### config.mk
export PLATFORM = sky130hd
export DESIGN_NAME = sdbt_timer
export DESIGN_NICKNAME = d
export VERILOG_FILES = /design/src/sdbt_pkg.sv /design/src/sdbt_timer.sv
export SDC_FILE = /design/constraint.sdc
export NUM_CORES = 1
export LEC_CHECK = 0
export BUFFER_PORTS_ARGS = -buffer_cell sky130_fd_sc_hd__buf_2
export CAP_MARGIN = 0
export CORE_MARGIN = 4
export CORE_UTILIZATION = 30
export DETAILED_ROUTE_END_ITERATION = 7
export MAX_ROUTING_LAYER = met4
export PLACE_DENSITY = 0.52
export SKIP_CTS_REPAIR_TIMING = 1
export SLEW_MARGIN = 20
export SYNTH_ARGS = -nofsm -noshare
export SYNTH_HDL_FRONTEND = slang
export SYNTH_SLANG_ARGS = --single-unit
### constraint.sdc
create_clock -name pclk -period 5.8 [get_ports pclk]
set_input_delay 0.87 -clock pclk [delete_from_list [all_inputs] [get_ports pclk]]
set_output_delay 0.87 -clock pclk [all_outputs]
set_load 0.01 [all_outputs]
### src/sdbt_pkg.sv
package sdbt_pkg;
  // register offsets; several printed offsets are not multiples of four,
  // so each is an index and the byte address is four times it
  localparam logic [7:0] IDX_CTRLA = 8'h00;
  localparam logic [7:0] IDX_MODE = 8'h03;
  localparam logic [7:0] IDX_CLR = 8'h04;
  localparam logic [7:0] IDX_SET = 8'h05;
  localparam logic [7:0] IDX_IRQ_EN = 8'h0a;
  localparam logic [7:0] IDX_IRQ_FLAGS = 8'h0b;
  localparam logic [7:0] IDX_DBG = 8'h0e;
  localparam logic [7:0] IDX_LOW_COUNT = 8'h20;
  localparam logic [7:0] IDX_HIGH_COUNT = 8'h21;
  localparam logic [7:0] IDX_LTOP = 8'h26;
  localparam logic [7:0] IDX_HTOP = 8'h27;
  localparam logic [7:0] IDX_LOW_CMP0 = 8'h28;
  // field positions
  localparam int CMD_LSB = 2;
  localparam int TGT_LSB = 0;
  localparam int ENABLE_BIT = 0;
  localparam int PRESC_LSB = 1;
  localparam int FLAG_LCMP_LSB = 4;
  localparam int FLAG_HIGH_UNDER = 1;
  localparam int FLAG_LOW_UNDER = 0;
  // command codes
  localparam logic [1:0] CMD_NONE = 2'h0;
  localparam logic [1:0] CMD_RESTART = 2'h2;
  localparam logic [1:0] CMD_HARD_RESET = 2'h3;
  localparam logic [1:0] TGT_BOTH = 2'h3;
  // reset values and masks
  localparam logic [7:0] RST_ZERO = 8'h00;
  localparam logic [7:0] RST_TOP = 8'hff;
  localparam logic [7:0] CTRLE_MASK = 8'h03;
  localparam logic [7:0] IRQ_MASK = 8'h73;
  localparam logic [9:0] PRESC_ZERO = 10'h000;
endpackage

### src/sdbt_timer.sv
// Chosen here: the APB interface to the registers.
`timescale 1ns/1ps
// Function
// - clear port write ones clear control bits
// - set port write ones set control bits
// - command field always reads zero
// - command codes: none, reserved, restart, reset
// - hard reset ignored while timer enabled
// - target field: none, reserved, both
// - irq enables: compares 6:4, underflows 1:0
// - compare match sets low compare flag
// - compare flags cleared only by software
// - high underflow sets flag, w1c
// - low underflow sets flag, w1c
// - debug halt stops timer unless run bit
// - counter write beats count and reload
// - two 8-bit counters, reset zero
// - low top register resets to ff
// - counters tick only in dual-byte mode, stopped outside it
// - high top register resets to ff
// - prescaler divides by selected ratio
module sdbt_timer #(
  parameter int NUM_CMP = 3
) (
  input wire logic pclk,
  input wire logic presetn,
  input wire logic psel,
  input wire logic penable,
  input wire logic pwrite,
  input wire logic [11:0] paddr,
  input wire logic [31:0] pwdata,
  input wire logic [3:0] pstrb,
  output logic [31:0] prdata,
  output logic pready,
  output logic pslverr,
  input wire logic cpu_debug_halt,
  output logic [7:0] flags_out
);

  logic [7:0] ctrla_ff;
  logic dual_byte_select_ff;
  logic [1:0] command_target_ff;
  logic [7:0] irq_en_ff;
  logic [7:0] flags_ff;
  logic run_while_halted_ff;
  logic [7:0] low_byte_count_ff;
  logic [7:0] high_byte_count_ff;
  logic [7:0] low_byte_top_ff;
  logic [7:0] high_byte_top_ff;
  logic [7:0] low_cmp_ff [NUM_CMP];
  logic [9:0] presc_ff;
  logic [31:0] nxt_prdata;
  logic nxt_pslverr;

  // access-phase strobes; a write lands at the edge that samples pready high
  logic acc;
  logic wr;
  logic in_map;
  logic [7:0] idx;
  logic [7:0] wdat;
  assign acc = psel && penable;
  // upper address bits outside the map refuse the access
  assign in_map = paddr[11:10] == 2'h0;
  assign wr = acc && pready && pwrite && pstrb[0] && in_map;
  assign idx = paddr[9:2];
  assign wdat = pwdata[7:0];

  function automatic logic wr_hit(input logic w, input logic [7:0] i, input logic [7:0] r);
    wr_hit = w && (i == r);
  endfunction

  // divider ratio per select code
  function automatic logic [9:0] presc_mask(input logic [2:0] sel);
    case (sel)
      3'h0: presc_mask = 10'h000;
      3'h1: presc_mask = 10'h001;
      3'h2: presc_mask = 10'h003;
      3'h3: presc_mask = 10'h007;
      3'h4: presc_mask = 10'h00f;
      3'h5: presc_mask = 10'h03f;
      3'h6: presc_mask = 10'h0ff;
      default: presc_mask = 10'h3ff;
    endcase
  endfunction

  // count down one step, reload from top at bottom
  function automatic logic [7:0] next_count(input logic [7:0] cnt, input logic [7:0] top);
    if (cnt == 8'h00) begin
      next_count = top;
    end else begin
      next_count = cnt - 8'h01;
    end
  endfunction

  logic enabled;
  logic halted;
  logic tick;
  logic [1:0] cmd;
  logic [1:0] tgt;
  logic set_wr;
  logic restart;
  logic hard_reset;
  // register hits of the bus write
  logic hit_clr;
  logic hit_flags;
  logic hit_low_cnt;
  logic hit_high_cnt;
  logic hit_dbg;
  assign enabled = ctrla_ff[sdbt_pkg::ENABLE_BIT];
  assign halted = cpu_debug_halt && !run_while_halted_ff;
  assign tick = enabled && !halted && dual_byte_select_ff &&
    ((presc_ff & presc_mask(ctrla_ff[3:1])) == sdbt_pkg::PRESC_ZERO);
  assign set_wr = wr_hit(wr, idx, sdbt_pkg::IDX_SET);
  assign hit_clr = wr_hit(wr, idx, sdbt_pkg::IDX_CLR);
  assign hit_flags = wr_hit(wr, idx, sdbt_pkg::IDX_IRQ_FLAGS);
  assign hit_low_cnt = wr_hit(wr, idx, sdbt_pkg::IDX_LOW_COUNT);
  assign hit_high_cnt = wr_hit(wr, idx, sdbt_pkg::IDX_HIGH_COUNT);
  assign hit_dbg = wr_hit(wr, idx, sdbt_pkg::IDX_DBG);
  assign cmd = wdat[sdbt_pkg::CMD_LSB +: 2];
  // command takes the target as it stands after this write
  assign tgt = command_target_ff | wdat[sdbt_pkg::TGT_LSB +: 2];
  // reserved command and target codes act as no command
  assign restart = set_wr && cmd == sdbt_pkg::CMD_RESTART &&
    tgt == sdbt_pkg::TGT_BOTH;
  assign hard_reset = set_wr && cmd == sdbt_pkg::CMD_HARD_RESET &&
    tgt == sdbt_pkg::TGT_BOTH && !enabled;

  // prescaler counter, frozen while halted
  always_ff @(posedge pclk or negedge presetn) begin
    if (!presetn) begin
      presc_ff <= sdbt_pkg::PRESC_ZERO;
    end else if (hard_reset || restart || !enabled) begin
      presc_ff <= sdbt_pkg::PRESC_ZERO;
    end else if (!halted) begin
      presc_ff <= presc_ff + 10'h001;
    end
  end

  // control a register: enable, prescale select, bit 7 kept
  always_ff @(posedge pclk or negedge presetn) begin
    if (!presetn) begin
      ctrla_ff <= sdbt_pkg::RST_ZERO;
    end else if (wr_hit(wr, idx, sdbt_pkg::IDX_CTRLA)) begin
      ctrla_ff <= wdat & 8'h8f;
    end
  end

  // mode register: dual-byte select
  always_ff @(posedge pclk or negedge presetn) begin
    if (!presetn) begin
      dual_byte_select_ff <= 1'b0;
    end else if (wr_hit(wr, idx, sdbt_pkg::IDX_MODE)) begin
      dual_byte_select_ff <= wdat[0];
    end
  end

  // command target via set and clear ports
  always_ff @(posedge pclk or negedge presetn) begin
    if (!presetn) begin
      command_target_ff <= 2'h0;
    end else if (hard_reset) begin
      command_target_ff <= 2'h0;
    end else if (hit_clr) begin
      command_target_ff <= command_target_ff & ~wdat[1:0];
    end else if (set_wr) begin
      command_target_ff <= command_target_ff | wdat[1:0];
    end
  end

  // interrupt enables, cleared by hard reset
  always_ff @(posedge pclk or negedge presetn) begin
    if (!presetn) begin
      irq_en_ff <= sdbt_pkg::RST_ZERO;
    end else if (hard_reset) begin
      irq_en_ff <= sdbt_pkg::RST_ZERO;
    end else if (wr_hit(wr, idx, sdbt_pkg::IDX_IRQ_EN)) begin
      irq_en_ff <= wdat & sdbt_pkg::IRQ_MASK;
    end
  end

  // debug control: run while the cpu is halted
  always_ff @(posedge pclk or negedge presetn) begin
    if (!presetn) begin
      run_while_halted_ff <= 1'b0;
    end else if (hit_dbg) begin
      run_while_halted_ff <= wdat[0];
    end
  end

  // period registers
  always_ff @(posedge pclk or negedge presetn) begin
    if (!presetn) begin
      low_byte_top_ff <= sdbt_pkg::RST_TOP;
      high_byte_top_ff <= sdbt_pkg::RST_TOP;
    end else if (hard_reset) begin
      low_byte_top_ff <= sdbt_pkg::RST_TOP;
      high_byte_top_ff <= sdbt_pkg::RST_TOP;
    end else begin
      if (wr_hit(wr, idx, sdbt_pkg::IDX_LTOP)) begin
        low_byte_top_ff <= wdat;
      end
      if (wr_hit(wr, idx, sdbt_pkg::IDX_HTOP)) begin
        high_byte_top_ff <= wdat;
      end
    end
  end

  // low compare registers, two indices (two words) apart
  always_ff @(posedge pclk or negedge presetn) begin
    if (!presetn) begin
      for (int i = 0; i < NUM_CMP; i++) begin
        low_cmp_ff[i] <= sdbt_pkg::RST_ZERO;
      end
    end else if (hard_reset) begin
      for (int i = 0; i < NUM_CMP; i++) begin
        low_cmp_ff[i] <= sdbt_pkg::RST_ZERO;
      end
    end else begin
      for (int i = 0; i < NUM_CMP; i++) begin
        if (wr_hit(wr, idx, sdbt_pkg::IDX_LOW_CMP0 + 8'(2 * i))) begin
          low_cmp_ff[i] <= wdat;
        end
      end
    end
  end

  // low counter: bus write wins, then reset, restart, count
  always_ff @(posedge pclk or negedge presetn) begin
    if (!presetn) begin
      low_byte_count_ff <= sdbt_pkg::RST_ZERO;
    end else if (hit_low_cnt) begin
      low_byte_count_ff <= wdat;
    end else if (hard_reset) begin
      low_byte_count_ff <= sdbt_pkg::RST_ZERO;
    end else if (restart) begin
      low_byte_count_ff <= low_byte_top_ff;
    end else if (tick) begin
      low_byte_count_ff <= next_count(low_byte_count_ff, low_byte_top_ff);
    end
  end

  // high counter: same priorities
  always_ff @(posedge pclk or negedge presetn) begin
    if (!presetn) begin
      high_byte_count_ff <= sdbt_pkg::RST_ZERO;
    end else if (hit_high_cnt) begin
      high_byte_count_ff <= wdat;
    end else if (hard_reset) begin
      high_byte_count_ff <= sdbt_pkg::RST_ZERO;
    end else if (restart) begin
      high_byte_count_ff <= high_byte_top_ff;
    end else if (tick) begin
      high_byte_count_ff <= next_count(high_byte_count_ff, high_byte_top_ff);
    end
  end

  // event detection: counter arrives at bottom or matches compare
  logic [7:0] ev;
  logic [7:0] low_byte_count_q;
  logic [7:0] high_byte_count_q;
  // low counter history; hard reset leaves no false event behind
  always_ff @(posedge pclk or negedge presetn) begin
    if (!presetn) begin
      low_byte_count_q <= sdbt_pkg::RST_ZERO;
    end else if (hard_reset && !hit_low_cnt) begin
      low_byte_count_q <= sdbt_pkg::RST_ZERO;
    end else begin
      low_byte_count_q <= low_byte_count_ff;
    end
  end

  // high counter history, same treatment
  always_ff @(posedge pclk or negedge presetn) begin
    if (!presetn) begin
      high_byte_count_q <= sdbt_pkg::RST_ZERO;
    end else if (hard_reset && !hit_high_cnt) begin
      high_byte_count_q <= sdbt_pkg::RST_ZERO;
    end else begin
      high_byte_count_q <= high_byte_count_ff;
    end
  end

  // a counter counts as moved when it differs from last cycle and the timer is not halted
  logic lchg;
  logic hchg;
  assign lchg = (low_byte_count_q != low_byte_count_ff) && !halted;
  assign hchg = (high_byte_count_q != high_byte_count_ff) && !halted;
  always_comb begin
    ev = 8'h00;
    ev[sdbt_pkg::FLAG_LOW_UNDER] = lchg && low_byte_count_ff == 8'h00;
    ev[sdbt_pkg::FLAG_HIGH_UNDER] = hchg && high_byte_count_ff == 8'h00;
    for (int i = 0; i < NUM_CMP; i++) begin
      ev[sdbt_pkg::FLAG_LCMP_LSB + i] = lchg && low_byte_count_ff == low_cmp_ff[i];
    end
  end

  // sticky flags, write one clears, a new event wins over the clear
  always_ff @(posedge pclk or negedge presetn) begin
    if (!presetn) begin
      flags_ff <= sdbt_pkg::RST_ZERO;
    end else if (hard_reset) begin
      flags_ff <= sdbt_pkg::RST_ZERO;
    end else if (hit_flags) begin
      flags_ff <= ((flags_ff & ~wdat) | ev) & sdbt_pkg::IRQ_MASK;
    end else begin
      flags_ff <= (flags_ff | ev) & sdbt_pkg::IRQ_MASK;
    end
  end

  // read mux
  always_comb begin
    nxt_prdata = 32'h0000_0000;
    nxt_pslverr = 1'b0;
    case (idx)
      sdbt_pkg::IDX_CTRLA: nxt_prdata[7:0] = ctrla_ff;
      sdbt_pkg::IDX_MODE: nxt_prdata[0] = dual_byte_select_ff;
      sdbt_pkg::IDX_CLR, sdbt_pkg::IDX_SET:
        nxt_prdata[1:0] = command_target_ff;
      sdbt_pkg::IDX_IRQ_EN: nxt_prdata[7:0] = irq_en_ff;
      sdbt_pkg::IDX_IRQ_FLAGS: nxt_prdata[7:0] = flags_ff;
      sdbt_pkg::IDX_DBG: nxt_prdata[0] = run_while_halted_ff;
      sdbt_pkg::IDX_LOW_COUNT: nxt_prdata[7:0] = low_byte_count_ff;
      sdbt_pkg::IDX_HIGH_COUNT: nxt_prdata[7:0] = high_byte_count_ff;
      sdbt_pkg::IDX_LTOP: nxt_prdata[7:0] = low_byte_top_ff;
      sdbt_pkg::IDX_HTOP: nxt_prdata[7:0] = high_byte_top_ff;
      8'h28: nxt_prdata[7:0] = low_cmp_ff[0];
      8'h2a: nxt_prdata[7:0] = low_cmp_ff[1];
      8'h2c: nxt_prdata[7:0] = low_cmp_ff[2];
      default: nxt_pslverr = 1'b1;
    endcase
    // refused access reads back zero
    if (!in_map) begin
      nxt_pslverr = 1'b1;
      nxt_prdata = 32'h0000_0000;
    end
  end

  // registered answer: pready one cycle into the access phase
  always_ff @(posedge pclk or negedge presetn) begin
    if (!presetn) begin
      prdata <= 32'h0000_0000;
      pready <= 1'b0;
      pslverr <= 1'b0;
    end else if (acc && !pready) begin
      prdata <= pwrite ? 32'h0000_0000 : nxt_prdata;
      pready <= 1'b1;
      pslverr <= nxt_pslverr;
    end else begin
      pready <= 1'b0;
      pslverr <= 1'b0;
    end
  end

  // flags gated by enables
  always_ff @(posedge pclk or negedge presetn) begin
    if (!presetn) begin
      flags_out <= sdbt_pkg::RST_ZERO;
    end else begin
      flags_out <= flags_ff & irq_en_ff;
    end
  end

endmodule

==> out/results.ini <==
[run_status]
outcome=complete, no violations

[sta]
worstMarginPinSlew_ns=0.999
tns_ns=0
slew_headroom_pct=31.7
rsz0062_at_grt=false
period_minus_slack_ns=3.18
drv_slew=0
fmaxAchievable_ghz=0.315
finalHoldViolCount=0
worst_clock_skew_ns=0.00984
finalCritPeriodShare_pct=54.8
setup_violations=0

[placed_design]
place.gp.congestion=0.937
portBuffers=39
placed_cell_area_sq_um=7320
hpwl_mm=15.3
dpl.cell_count=1072

[global_route]
grt_busiest_layer=met2
grt_use_met3_pct=4.41
grt_pass1_vias=5565
grt_overflow=0
grt_max_degree=68
antenna_found_initial=0
grt_pass1_wl_mm=34.1
use_met2_pct=25.3
grt_usage_pct=17.5
gr-usage-met1_pct=24.2

[synthesis]
synth_largest_area_cell=dfrtp_1
synth_area_leaders=dfrtp_1 36%, dfstp_2 6.0%, mux2i_1 5.7%, xor2_1 5.5%, nor2_1 4.9%
ys_ff_latch=116
netlist_area_sq_um=6990
ys_types=75
ys_seq_area_share_pct=41.8
ys_async_sr_fraction_pct=100
synth_edf_count=0
ys_warn_count=0
synth_top_area_share_pct=35.8
syn_area_per_cell_sq_um=9.13
yosysMostFrequentCell=dfrtp_1
syn_inst=766
synthTopCellsByCount=100 x dfrtp_1, 91 x nor2_1, 77 x nand2_1
ys.flop_type=dfrtp_1

[drt]
drtPass1Iterations=5
wl_per_cell_um=19.6
vias=5734
drcViolationCount=0
antenna_left=0
wirelength_mm=21.7
drt_iter0_drc=608
vias_per_cell=5.19

[cts]
cts_max_level=4
clk_path_buf_depth=2
insertion_delay_ns=0.43
cts.root.buffer_cell=clkbuf_16
tritoncts=done
cts_num_sinks=116
clkTransAtPathRegs_ns=0.05
cts_buffers=17

[power_and_ir_drop]
p_per_area_nw_per_um2=247
max-vdd-ir-drop_v=0.000196
p_leak_uw=0.00362

[floorplanning]
core_area_sq_um=22800
dieArea_sq_um=25800
rows=55
fp.dieH_um=161
pin_count=96
start_util_pct=30.7
fp.dieW_um=161

[setup_path]
r2r_end=high_byte_top_ff[3]
arrival_ns=3.48
worstPathMaxFanout=16
regToRegSetupSlack_ns=3.15
critical_path_class=in2reg
r2r_start=pready
rr_worst_depth=5
start_kind=primary input
cp-end-kind=register
critical_path_required_ns=6.11

[finish]
nets=836
insertedDiodeCount=0
utilization_pct=34.6
synthToLayoutAreaGrowth_pct=12.9
design_area_sq_um=7890
drive_above_1_share_pct=15.0
finalNonFillerCells=1104

[hold_path]
worstHoldPathCells=2
min-delay-start=prdata[7]
min_to=prdata[7]
hold_class=reg2reg

[flow_run]
cap_violations=0

-- worst max path at each step --
| stage | from | endpoint | depth (start not counted) |
|---|---|---|---|
| finish | paddr[7] | low_byte_count_ff[0] | 8 |
| floorplan | paddr[7] | low_byte_count_ff[0] | 6 |
| detailed placement | paddr[7] | low_byte_count_ff[0] | 8 |
| CTS | paddr[7] | low_byte_count_ff[0] | 8 |
| global placement | paddr[7] | low_byte_count_ff[0] | 8 |
| global route | paddr[7] | low_byte_count_ff[0] | 8 |
-- worst max-delay path: stages --
cell and delay (ns):
buf_2 0.24, or4b_1 0.59, nor3_1 0.18, buf_4 0.24, and3_1 0.44, a211o_1 0.48, o21ai_1 0.14, a221o_1 0.31
-- metrics by stage --
step	setup slack [ns]	hold slack (ns)	power, uW
after floorplan	3.02	0.451	896
after global placement	2.25	0.463	933
after detailed placement	2.21	0.464	933
after CTS	2.65	0.475	1960
after global routing	2.39	0.497	2020
final	2.62	0.471	1950
-- routing by layer --
layer / part of all wire (%) / routed length [um]
met1: 46 / 10000
met2: 45 / 9660
met3: 6.7 / 1460
met4: 2.5 / 546
met5: 0 / 0
-- power breakdown --
part	internal (uW)	switching, uW	leakage, uW
Sequential	814	2.54	0.00154
Clock	655	370	0.000284
Combinational	22.0	82.2	0.00180
-- kinds of logic (layout without fill, tap and decap cells) --
group                    after synthesis  after routing  synth area share, %
AO/OA/AOI/OAI                        144            144                 14.4
XOR/XNOR                              55             55                 6.89
adder cells (fa/ha/maj)                4              4                0.716
buffers and inverters                 89             88                 6.41
flip-flops                           116            116                 41.8
multiplexers                          52             52                 7.66
other                                  1             27               0.0536
AND/OR/NAND/NOR                      305            305                 22.1
-- flip-flops by register name, summed over array words and instances, names as in the netlist, 2 cells and up --
| name | cells |
|---|---|
| flags_ff | 5 |
| high_byte_top_ff | 8 |
| low_cmp_ff | 24 |
| prdata | 8 |
| low_byte_top_ff | 8 |
| flags_out | 5 |
| ctrla_ff | 5 |
| low_byte_count_ff | 8 |
| high_byte_count_q | 8 |
| presc_ff | 10 |
| command_target_ff | 2 |
| irq_en_ff | 5 |
| high_byte_count_ff | 8 |
| low_byte_count_q | 8 |
-- layout make-up --
type	instances	area [sq um]
clock buffer	28	527
sequential	116	2920
clock inverter	4	45.0
inverter	10	37.5
timing repair buffer	46	250
multi-input combinational	587	3720
fill	2357	14900
tap	313	392
-- cells in the final DEF (no fill, tap or decap), drive strengths merged, types with 20 or more instances in the layout --
cell	n
nor3	20
a21oi	20
o21ai	31
xor2	44
nand3	23
nor2	92
dfrtp	100
conb	27
clkbuf	28
buf	46
mux2i	40
nand2	77
No activity file was read; power rests on OpenSTA's default activity.
